**src/hdl/csr_defs.svh**
```systemverilog
// Purpose: constants shared by both ends of the status readout link
// Assumes: status word and host register file are 32 bits wide
// Notes:   offsets are byte addresses on the host command port
`ifndef CSR_DEFS_SVH
`define CSR_DEFS_SVH

`define IR_WIDTH        8
`define DR_WIDTH        32
`define INSTR_STATUS    8'h41
`define INSTR_IDCODE    8'h11
`define IR_CAPTURE_VAL  8'h01
`define STATUS_RESET    32'h0000_0000
`define IDCODE_DEFAULT  32'h0000_0001

`define BIT_CRC_ERR     0
`define BIT_CMD_ERR     1
`define BIT_ID_ERR      2
`define BIT_TMO_ERR     3
`define BIT_ERASE       5
`define BIT_PREAMBLE    6
`define BIT_EDIT        7
`define BIT_SPI_PASS    8
`define BIT_SELF_LOAD   9
`define BIT_NON_SCAN    10
`define BIT_BYPASS      11
`define BIT_EF_VALID    12
`define BIT_DONE        13
`define BIT_SECURE      14
`define BIT_READY       15
`define BIT_POR         16
`define BIT_LOCK        17

`define OK_MASK_FLASH   32'h0001_B000
`define OK_MASK_ENC     32'h0000_2000
`define ERR_FIELD_MASK  32'h0000_000F

`define REG_CTRL        4'h0
`define REG_STAT        4'h4
`define REG_WORD        4'h8
`define CTRL_START      0
`define STAT_BUSY       0
`define STAT_DONE       1
`define STAT_OK         2

`define MCLK_PERIOD_NS  4
`define TCK_PERIOD_NS   80
`define TCK_HALF_CYC    ((`TCK_PERIOD_NS / 2) / `MCLK_PERIOD_NS)

`define STEP_IR_FIRST   6'd10
`define STEP_IR_LAST    6'd17
`define STEP_DR_FIRST   6'd22
`define STEP_DR_LAST    6'd53
`define STEP_LAST       6'd55

`endif

```
**src/hdl/csr_pkg.sv**
```systemverilog
// Purpose: types shared by both ends
// Assumes: nothing beyond the defs header
// Notes:   scan states follow the usual sixteen-state test port walk
package csr_pkg;

    typedef enum logic [1:0] {
        VAR_BASIC = 2'b00,
        VAR_BOOT  = 2'b01,
        VAR_ENC   = 2'b10
    } variant_t;

    typedef enum logic [3:0] {
        TS_RESET  = 4'b0000, TS_IDLE   = 4'b0001,
        TS_SELDR  = 4'b0010, TS_CAPDR  = 4'b0011,
        TS_SHDR   = 4'b0100, TS_EX1DR  = 4'b0101,
        TS_PAUDR  = 4'b0110, TS_EX2DR  = 4'b0111,
        TS_UPDR   = 4'b1000, TS_SELIR  = 4'b1001,
        TS_CAPIR  = 4'b1010, TS_SHIR   = 4'b1011,
        TS_EX1IR  = 4'b1100, TS_PAUIR  = 4'b1101,
        TS_EX2IR  = 4'b1110, TS_UPIR   = 4'b1111
    } tap_state_t;

    typedef enum logic [0:0] {
        HS_IDLE = 1'b0,
        HS_RUN  = 1'b1
    } host_state_t;

endpackage : csr_pkg

```
**src/hdl/scan_link_if.sv**
```systemverilog
// Purpose: four-wire test port between host and device
// Assumes: host makes the test clock
// Notes:   tdo is always driven; tdo_en is high while it carries shifted bits
`timescale 1ns/10ps
`default_nettype none
interface scan_link_if;
    logic tck;
    logic tms;
    logic tdi;
    logic tdo;
    logic tdo_en;

    modport device (input tck, input tms, input tdi, output tdo, output tdo_en);
    modport host (output tck, output tms, output tdi, input tdo, input tdo_en);
endinterface : scan_link_if
`default_nettype wire

```
**src/hdl/tap_walker.sv**
```systemverilog
// Purpose: test port state walk, advanced once per test clock rise
// Assumes: tms already synchronised to mclk
// Notes:   five rises with tms high reach reset from anywhere
`timescale 1ns/10ps
`default_nettype none
module tap_walker (
    // clock and reset
    input  wire logic              mclk,
    input  wire logic              rst,
    // walk control
    input  wire logic              adv,
    input  wire logic              tms,
    // state
    output var csr_pkg::tap_state_t state
);
    import csr_pkg::*;

    tap_state_t state_next;

    always_comb begin
        case (state)
            TS_RESET: state_next = tms ? TS_RESET : TS_IDLE;
            TS_IDLE:  state_next = tms ? TS_SELDR : TS_IDLE;
            TS_SELDR: state_next = tms ? TS_SELIR : TS_CAPDR;
            TS_CAPDR: state_next = tms ? TS_EX1DR : TS_SHDR;
            TS_SHDR:  state_next = tms ? TS_EX1DR : TS_SHDR;
            TS_EX1DR: state_next = tms ? TS_UPDR  : TS_PAUDR;
            TS_PAUDR: state_next = tms ? TS_EX2DR : TS_PAUDR;
            TS_EX2DR: state_next = tms ? TS_UPDR  : TS_SHDR;
            TS_UPDR:  state_next = tms ? TS_SELDR : TS_IDLE;
            TS_SELIR: state_next = tms ? TS_RESET : TS_CAPIR;
            TS_CAPIR: state_next = tms ? TS_EX1IR : TS_SHIR;
            TS_SHIR:  state_next = tms ? TS_EX1IR : TS_SHIR;
            TS_EX1IR: state_next = tms ? TS_UPIR  : TS_PAUIR;
            TS_PAUIR: state_next = tms ? TS_EX2IR : TS_PAUIR;
            TS_EX2IR: state_next = tms ? TS_UPIR  : TS_SHIR;
            TS_UPIR:  state_next = tms ? TS_SELDR : TS_IDLE;
            default:  state_next = TS_RESET;
        endcase
    end

    always_ff @(posedge mclk) begin
        if (rst) begin
            state <= TS_RESET;
        end else if (adv) begin
            state <= state_next;
        end
    end
endmodule : tap_walker
`default_nettype wire

```
**src/hdl/status_device.sv**
```systemverilog
// Purpose: device end, serves the configuration status word on the test port
// Assumes: engine inputs are levels or pulses on mclk; tck far below mclk/8
// Notes:   link pins are sampled by mclk, tck edges found after two flops
`timescale 1ns/10ps
`default_nettype none
`include "csr_defs.svh"

// How it works
// - instruction 0x41 selects the 32-bit status word
// - readout walk identical to identification read
// - bit 0 flags checksum error
// - bit 1 flags illegal command
// - bit 2 flags identification mismatch
// - bit 3 flags configuration timeout
// - bit 12 is embedded flash validity
// - bit 12 reads zero without embedded flash
// - bit 13 set after successful load
// - bit 14 reports readback protection setting
// - bit 15 is ready in plain variants
// - bit 16 is wake-up success in plain variants
// - encrypting variant bit 15 reports encrypted stream
// - encrypting variant bit 16 reports key match
// - ready drops on a programming fault or while wake-up success is low
// - host reads bits 3..0 when ready low
// - host qualifies completion with ready in plain variants
// - encryption bits cleared once programming ends
// - host success needs wake-up, ready, done, valid in plain variants; done in encrypting; a clear bits 3..0 in all
module status_device #(
    parameter csr_pkg::variant_t VARIANT    = csr_pkg::VAR_BASIC,
    parameter logic [7:0]        ID_INSTR   = `INSTR_IDCODE,
    parameter logic [31:0]       IDCODE_VAL = `IDCODE_DEFAULT
) (
    // clock and reset
    input  wire logic   mclk,
    input  wire logic   rst,
    // test port
    scan_link_if.device link,
    // configuration engine: start and error events, one-cycle pulses
    input  wire logic   cfg_start,
    input  wire logic   crc_err,
    input  wire logic   cmd_err,
    input  wire logic   id_err,
    input  wire logic   tmo_err,
    // configuration engine: levels
    input  wire logic   por_ok,
    input  wire logic   load_done,
    input  wire logic   secure_on,
    input  wire logic   prog_active,
    input  wire logic   enc_format,
    input  wire logic   key_match,
    input  wire logic   embedded_flash_valid,
    input  wire logic   self_load_state,
    input  wire logic   flash_lock,
    input  wire logic   mem_erase,
    input  wire logic   preamble_seen,
    input  wire logic   edit_mode,
    input  wire logic   spi_passthru,
    input  wire logic   non_scan_active,
    input  wire logic   bypass_state,
    // status word as served
    output logic [31:0] status_word
);
    import csr_pkg::*;

    localparam int NPIN = 3;

    logic [NPIN-1:0]      pin_in;
    logic [NPIN-1:0]      pin_meta;
    logic [NPIN-1:0]      pin_sync;
    logic                 tck_prev;
    logic                 tck_rise;
    logic                 tck_fall;
    logic                 tms_s;
    logic                 tdi_s;
    tap_state_t           tap_state;
    logic [`IR_WIDTH-1:0] ir_sr;
    logic [`IR_WIDTH-1:0] ir_reg;
    logic [`DR_WIDTH-1:0] dr_sr;
    logic [3:0]           err_reg;
    logic [31:0]          status_reg;
    logic [31:0]          status_next;
    logic                 any_err;
    logic                 ready;
    logic                 tdo_reg;
    logic                 tdo_en_reg;

    assign pin_in = {link.tck, link.tms, link.tdi};

    // pins come from another domain; second flop is the only reader
    generate
        for (genvar i = 0; i < NPIN; i++) begin : g_sync
            always_ff @(posedge mclk) begin
                if (rst) begin
                    pin_meta[i] <= 1'b0;
                    pin_sync[i] <= 1'b0;
                end else begin
                    pin_meta[i] <= pin_in[i];
                    pin_sync[i] <= pin_meta[i];
                end
            end
        end
    endgenerate

    assign tms_s = pin_sync[1];
    assign tdi_s = pin_sync[0];

    always_ff @(posedge mclk) begin
        if (rst) begin
            tck_prev <= 1'b0;
        end else begin
            tck_prev <= pin_sync[2];
        end
    end

    assign tck_rise = pin_sync[2] & ~tck_prev;
    assign tck_fall = ~pin_sync[2] & tck_prev;

    tap_walker u_walk (
        .mclk  (mclk),
        .rst   (rst),
        .adv   (tck_rise),
        .tms   (tms_s),
        .state (tap_state)
    );

    // sticky faults; a fault in the same cycle as a restart is kept
    always_ff @(posedge mclk) begin
        if (rst) begin
            err_reg <= 4'h0;
        end else begin
            err_reg <= (cfg_start ? 4'h0 : err_reg)
                     | {tmo_err, id_err, cmd_err, crc_err};
        end
    end

    assign any_err = |err_reg;
    assign ready   = por_ok & ~any_err;

    always_comb begin
        status_next                 = `STATUS_RESET;
        status_next[`BIT_CRC_ERR]   = err_reg[0];
        status_next[`BIT_CMD_ERR]   = err_reg[1];
        status_next[`BIT_ID_ERR]    = err_reg[2];
        status_next[`BIT_TMO_ERR]   = err_reg[3];
        status_next[`BIT_ERASE]     = mem_erase;
        status_next[`BIT_PREAMBLE]  = preamble_seen;
        status_next[`BIT_EDIT]      = edit_mode;
        status_next[`BIT_SPI_PASS]  = spi_passthru;
        status_next[`BIT_NON_SCAN]  = non_scan_active;
        status_next[`BIT_BYPASS]    = bypass_state;
        status_next[`BIT_DONE]      = load_done & ~any_err;
        status_next[`BIT_SECURE]    = secure_on;
        if (VARIANT == VAR_BOOT) begin
            status_next[`BIT_SELF_LOAD] = self_load_state;
            status_next[`BIT_LOCK]      = flash_lock;
        end
        if (VARIANT == VAR_ENC) begin
            // only meaningful mid-programming, so gated by activity
            status_next[`BIT_READY] = enc_format & prog_active;
            status_next[`BIT_POR]   = key_match & prog_active;
        end else begin
            status_next[`BIT_EF_VALID] = embedded_flash_valid;
            status_next[`BIT_READY]    = ready;
            status_next[`BIT_POR]      = por_ok;
        end
    end

    always_ff @(posedge mclk) begin
        if (rst) begin
            status_reg <= `STATUS_RESET;
        end else begin
            status_reg <= status_next;
        end
    end

    assign status_word = status_reg;

    // instruction path
    always_ff @(posedge mclk) begin
        if (rst) begin
            ir_sr  <= `IR_CAPTURE_VAL;
            ir_reg <= ID_INSTR;
        end else if (tck_rise) begin
            case (tap_state)
                TS_RESET: begin
                    ir_reg <= ID_INSTR;
                end
                TS_CAPIR: begin
                    ir_sr <= `IR_CAPTURE_VAL;
                end
                TS_SHIR: begin
                    ir_sr <= {tdi_s, ir_sr[`IR_WIDTH-1:1]};
                end
                TS_UPIR: begin
                    ir_reg <= ir_sr;
                end
                default: begin
                    ir_reg <= ir_reg;
                end
            endcase
        end
    end

    // data path: status and id share capture and shift timing
    always_ff @(posedge mclk) begin
        if (rst) begin
            dr_sr <= `STATUS_RESET;
        end else if (tck_rise) begin
            case (tap_state)
                TS_CAPDR: begin
                    if (ir_reg == `INSTR_STATUS) begin
                        dr_sr <= status_reg;
                    end else if (ir_reg == ID_INSTR) begin
                        dr_sr <= IDCODE_VAL;
                    end else begin
                        dr_sr <= `STATUS_RESET;
                    end
                end
                TS_SHDR: begin
                    if (ir_reg == `INSTR_STATUS || ir_reg == ID_INSTR) begin
                        dr_sr <= {tdi_s, dr_sr[`DR_WIDTH-1:1]};
                    end else begin
                        dr_sr[0] <= tdi_s;
                    end
                end
                default: begin
                    dr_sr <= dr_sr;
                end
            endcase
        end
    end

    // output moves on the falling test clock so host samples it settled
    always_ff @(posedge mclk) begin
        if (rst) begin
            tdo_reg    <= 1'b0;
            tdo_en_reg <= 1'b0;
        end else if (tck_fall) begin
            tdo_reg    <= (tap_state == TS_SHIR) ? ir_sr[0] : dr_sr[0];
            tdo_en_reg <= (tap_state == TS_SHIR) || (tap_state == TS_SHDR);
        end
    end

    assign link.tdo    = tdo_reg;
    assign link.tdo_en = tdo_en_reg;
endmodule : status_device
`default_nettype wire

```
**src/flat_wrapper.sv**
```systemverilog
// flat-port wrapper written by rule: the top's interface ports become plain ports
module status_device_flat import csr_pkg::*;
#(
    parameter csr_pkg::variant_t VARIANT    = csr_pkg::VAR_BASIC,
    parameter logic [7:0]        ID_INSTR   = `INSTR_IDCODE,
    parameter logic [31:0]       IDCODE_VAL = `IDCODE_DEFAULT
)
  (mclk, rst, cfg_start, crc_err, cmd_err, id_err, tmo_err, por_ok, load_done, secure_on, prog_active, enc_format, key_match, embedded_flash_valid, self_load_state, flash_lock, mem_erase, preamble_seen, edit_mode, spi_passthru, non_scan_active, bypass_state, status_word, link_tck, link_tms, link_tdi, link_tdo, link_tdo_en);
  scan_link_if link_i ();
  input  wire logic mclk;
  input  wire logic rst;
  input  wire logic cfg_start;
  input  wire logic crc_err;
  input  wire logic cmd_err;
  input  wire logic id_err;
  input  wire logic tmo_err;
  input  wire logic por_ok;
  input  wire logic load_done;
  input  wire logic secure_on;
  input  wire logic prog_active;
  input  wire logic enc_format;
  input  wire logic key_match;
  input  wire logic embedded_flash_valid;
  input  wire logic self_load_state;
  input  wire logic flash_lock;
  input  wire logic mem_erase;
  input  wire logic preamble_seen;
  input  wire logic edit_mode;
  input  wire logic spi_passthru;
  input  wire logic non_scan_active;
  input  wire logic bypass_state;
  output logic [31:0] status_word;
  input wire logic [$bits(link_i.tck)-1:0] link_tck;
  input wire logic [$bits(link_i.tms)-1:0] link_tms;
  input wire logic [$bits(link_i.tdi)-1:0] link_tdi;
  output wire logic [$bits(link_i.tdo)-1:0] link_tdo;
  output wire logic [$bits(link_i.tdo_en)-1:0] link_tdo_en;
  assign link_i.tck = link_tck;
  assign link_i.tms = link_tms;
  assign link_i.tdi = link_tdi;
  assign link_tdo = link_i.tdo;
  assign link_tdo_en = link_i.tdo_en;
  status_device #(.VARIANT(VARIANT), .ID_INSTR(ID_INSTR), .IDCODE_VAL(IDCODE_VAL)) u_core (.mclk(mclk), .rst(rst), .link(link_i), .cfg_start(cfg_start), .crc_err(crc_err), .cmd_err(cmd_err), .id_err(id_err), .tmo_err(tmo_err), .por_ok(por_ok), .load_done(load_done), .secure_on(secure_on), .prog_active(prog_active), .enc_format(enc_format), .key_match(key_match), .embedded_flash_valid(embedded_flash_valid), .self_load_state(self_load_state), .flash_lock(flash_lock), .mem_erase(mem_erase), .preamble_seen(preamble_seen), .edit_mode(edit_mode), .spi_passthru(spi_passthru), .non_scan_active(non_scan_active), .bypass_state(bypass_state), .status_word(status_word));
endmodule
```
**config.mk**
```make
export PLATFORM = sky130hd
export DESIGN_NAME = status_device_flat
export DESIGN_NICKNAME = d
export VERILOG_FILES = /design/src/hdl/csr_pkg.sv /design/src/hdl/scan_link_if.sv /design/src/hdl/tap_walker.sv /design/src/hdl/status_device.sv /design/src/flat_wrapper.sv
export VERILOG_INCLUDE_DIRS = /design/src /design/src/hdl
export SDC_FILE = /design/constraint.sdc
export NUM_CORES = 1
export LEC_CHECK = 0
export ABC_AREA = 1
export CAP_MARGIN = 20
export CORE_ASPECT_RATIO = 0.9
export CORE_MARGIN = 5
export CORE_UTILIZATION = 30
export DETAILED_ROUTE_END_ITERATION = 10
export DONT_BUFFER_PORTS = 1
export PLACE_DENSITY = 0.54
export SLEW_MARGIN = 15
export SYNTH_ARGS = -nofsm -noshare
export SYNTH_HDL_FRONTEND = slang
export SYNTH_SLANG_ARGS = --single-unit
```
**constraint.sdc**
```tcl
create_clock -name mclk -period 2.75 [get_ports mclk]
set_clock_uncertainty 0.05 [all_clocks]
set_input_delay 0.1375 -clock mclk [delete_from_list [all_inputs] [get_ports mclk]]
set_output_delay 0.1375 -clock mclk [all_outputs]
set_load 0.1 [all_outputs]
```
==> summary.md <==
| Metric | Value |
|---|---|
| Outcome | completed |
| Hold WC Path Type | input port to register |
| Mux cell area share after synthesis | 0% |
| Switching power | 707 uW |
| Final Power | between 2 and 3 mW |
| Worst r2r path cells | 7 |
| First-pass GRT wire length | between 10 and 15 mm |
| Final WL | around 7.7 mm |
| TNS Setup | 0 ns |
| NumNets Final | 559 |
| Clock tree root driver cell | clkbuf_16 |
| Clk network pwr share | 47.3% |
| Post-synthesis simple-gate area fraction | between 30% and 40% |
| Worst-skew pair later-pin latency | 0.33 ns |
| Gr ovfl total | 0 |
| Max VDD drop | a little over 0.3 mV |
| Hold Slack | 0.0228 ns |
| Sequential area share after synthesis | 45.8% |
| Critical Path, Cell by Cell | nand2_1 -> o21ai_2 -> and2_1 -> nand2_8 -> inv_4 -> nand2_1 -> a21oi_1 |
| CP endpoint kind | register |
| Mapped Area | approximately 3500 um^2 |
| Placer Congestion | 0.837 |
| Cell Int Power | between 2 and 2.5 mW |
| Tightest Pin Transition | roughly 0.79 ns |
| Number of flip-flops in the largest register | 32 |
| Power share of the sequential group | 42.3% |
| DR vias/cell | approximately 4.4 |
| Final hold vios | 0 |
| Utilization after layout | around 37% |
| Initial Utilization | between 30% and 40% |
| Largest net degree at the start of global routing | between 50 and 60 |
| N_diodes | 0 |
| Comb pwr share | 10.4% |
| Layout area overhead | 19.6% |
| Maxcap violations | 0 |
| Worst R2R Start | u_core.u_walk.state[1] |
| Hold path start | cfg_start |
| Slowest stage delay, CP | 0.52 ns |
| Post-synth EDFFs | 0 |
| CP startpoint kind | register |
| Complex-gate fraction of the synthesized area | about 8% |
| CTS Buf Count | 9 |
| Remaining DRCs | 0 |
| Reg2reg end | u_core.dr_sr[2] |
| Wirelength per Cell | around 11 um |
| Cell Pwr Density | around 670 nW/um^2 |
| Slowest cell on the critical path | dfxtp_1 |
| Number of top-level pins | 59 |
| Number of cells on the critical path | 7 |
| Critical Path Fanout Max | 31 |
| Static Leakage | between 1.5 and 2 nW |
| Yosys cell types | 26 |
| FFs w/ async S/R, synth | 0% |
| Hold endpoint | u_core.err_reg[2] |
| Share of post-route cells with drive strength above 1 | 8.57% |
| Slew headroom | 47.1% |
| Final ANT Viol Nets | 0 |
| Flops & latches, synth | 80 |
| CTS Buffer Depth | 2 |
| Max frequency | slightly above 0.5 GHz |
| Xor and xnor area share after synthesis | 0% |
| Initial DRC count | ~210 |
| Buffers & Inverters on Critical Path | 1 |
| Mapped Cells | between 500 and 600 |
| Vias | 3033 |
| Most used flip-flop cell after synthesis | dfxtp_1 |
| First-pass DRT Iterations | 4 |
| Post-CTS sizing | 0 |
| Die height | about 110 um |
| Pins Over Slew Limit | 0 |
| Clock sinks | 80 |
| Vias in the first global route | around 2700 |
| Avg Inst Size Synth | slightly below 7 um^2 |
| Period minus WS final | 1.98 ns |
| Reg2reg setup slack | 0.77 ns |
| Largest family of logic cells by synthesized area | simple AND/OR/NAND/NOR gates |
| WS Path Type | register to register |
| CTS clk-pin slew, worst paths | about 0.060 ns |
| Site Rows | 37 |
| Die ar. | ~14000 um^2 |
| Port Buffers | 0 |
| Hold Path Depth | 3 |
| Data arrival, critical path | 2.19 ns |
| Delay-heaviest family, CP | simple AND/OR/NAND/NOR gates |
| Initial antenna violation count | 0 |
| Finish-stage setup viols | 0 |
| Core ar. | 11400 um^2 |
| TritonCTS clock tree | yes |
| Most frequent CP cell | nand2_1 |
| Yosys Warn Count | 0 |
| GRT Total Usage | a little under an eighth |
| Fin crit share | ~72% |
| RSZ-0062 raised after global routing | no |
| Synth Area in Adders | 0% |
| Switching Fraction | between 20% and 30% |
| Required @ worst endpoint | roughly 3.0 ns |
| H-tree levels | 3 |
| Die width | roughly 120 um |
| Largest register by flop count | u_core.dr_sr |
| Dpl hpwl | approximately 4.8 mm |
synthesized netlist by cell type, types with 3 or more instances:
master | n | area [um^2]
a21oi_1 | 38 | 190
buf_1 | 3 | 11.3
buf_2 | 7 | 35.0
buf_4 | 20 | 150
buf_6 | 3 | 33.8
clkbuf_1 | 7 | 26.3
dfxtp_1 | 80 | 1600
inv_1 | 43 | 161
nand2_1 | 140 | 526
nand3_1 | 47 | 235
nor2_1 | 87 | 327
nor3_1 | 4 | 20.0
o21ai_0 | 10 | 50.1
cell type report:
class,instances,area (um^2)
Clock buffer,9,225
Clock inverter,5,106
Fill cell,1209,7250
Inverter,46,175
Multi-Input combinational cell,357,1520
Sequential cell,80,1600
Tap cell,156,195
Timing Repair Buffer,40,355
per-stage QoR:
stage,setup WS (ns),area (um^2),instances
after floorplan,1.26,3560,523
after global placement,0.804,3660,661
after detailed placement,0.780,3660,661
after CTS,0.752,4180,693
after global routing,0.546,4180,693
final,0.766,4180,693
cell families after synthesis:
group                  after synthesis
buffers and inverters               86
DFF                                 80
other                                1
and+or+nand+nor                    287
AOI/OAI and AO/OA                   53
layer usage:
| layer | wire length (um) | share of wire [%] | global-route usage [%] |
|---|---|---|---|
| met3 | 388 | 5.1 | 2.67 |
| met1 | 3660 | 48 | 15.3 |
| met2 | 3540 | 46 | 17.7 |
| met5 | 0 | 0 | 0 |
| met4 | 88 | 1.1 | 4.06 |
worst register-to-register path, delay by kind of cell, from the launching register on:
| family | cells | cell delay [ns] |
|---|---|---|
| buf+inv | 1 | 0.30 |
| simple gates | 4 | 0.71 |
| compound gates | 2 | 0.34 |
| flops | 1 | 0.52 |
power by group through the flow:
stage,sequential [mW],combinational (mW),clock (mW)
2_1_floorplan,1.30,0.169,0
3_3_place_gp,1.22,0.258,0
3_5_place_dp,1.22,0.259,0
4_1_cts,1.19,0.293,1.38
5_1_grt,1.19,0.308,1.43
6_report,1.19,0.293,1.33
cell usage in the layout (no fill, tap or decap), types with 2 or more instances in the layout:
cell / Yosys / routed
buf_4: 20 / 22
dlygate4sd3_1: 0 / 17
nand3_1: 47 / 47
nand2_1: 140 / 140
clkbuf_16: 0 / 9
nor2_1: 87 / 87
o211ai_1: 2 / 2
a21oi_1: 38 / 38
o21ai_0: 10 / 10
bufinv_16: 0 / 3
nand2_2: 2 / 2
nor2_2: 2 / 2
inv_1: 43 / 43
nor3_1: 4 / 4
o22ai_1: 2 / 2
nand4_1: 2 / 2
conb_1: 1 / 17
dfxtp_1: 80 / 80
worst max path at each step:
stage                           start                to
6_report       u_core.u_walk.state[1]   u_core.dr_sr[2]
5_1_grt        u_core.u_walk.state[1]   u_core.dr_sr[6]
4_1_cts        u_core.u_walk.state[1]   u_core.dr_sr[2]
3_5_place_dp   u_core.u_walk.state[1]   u_core.dr_sr[6]
3_3_place_gp   u_core.u_walk.state[1]   u_core.dr_sr[6]
2_1_floorplan  u_core.u_walk.state[1]  u_core.dr_sr[10]
repair_timing:
| action | 4_1_cts | 5_1_grt |
|---|---|---|
| hold endpoints to repair | 55 | 0 |
| hold buffers | 18 | 0 |
| endpoints found under the setup margin | 0 | 0 |
| setup buffers | 0 | 0 |
Note: power is estimated with default switching activity, not from simulation.
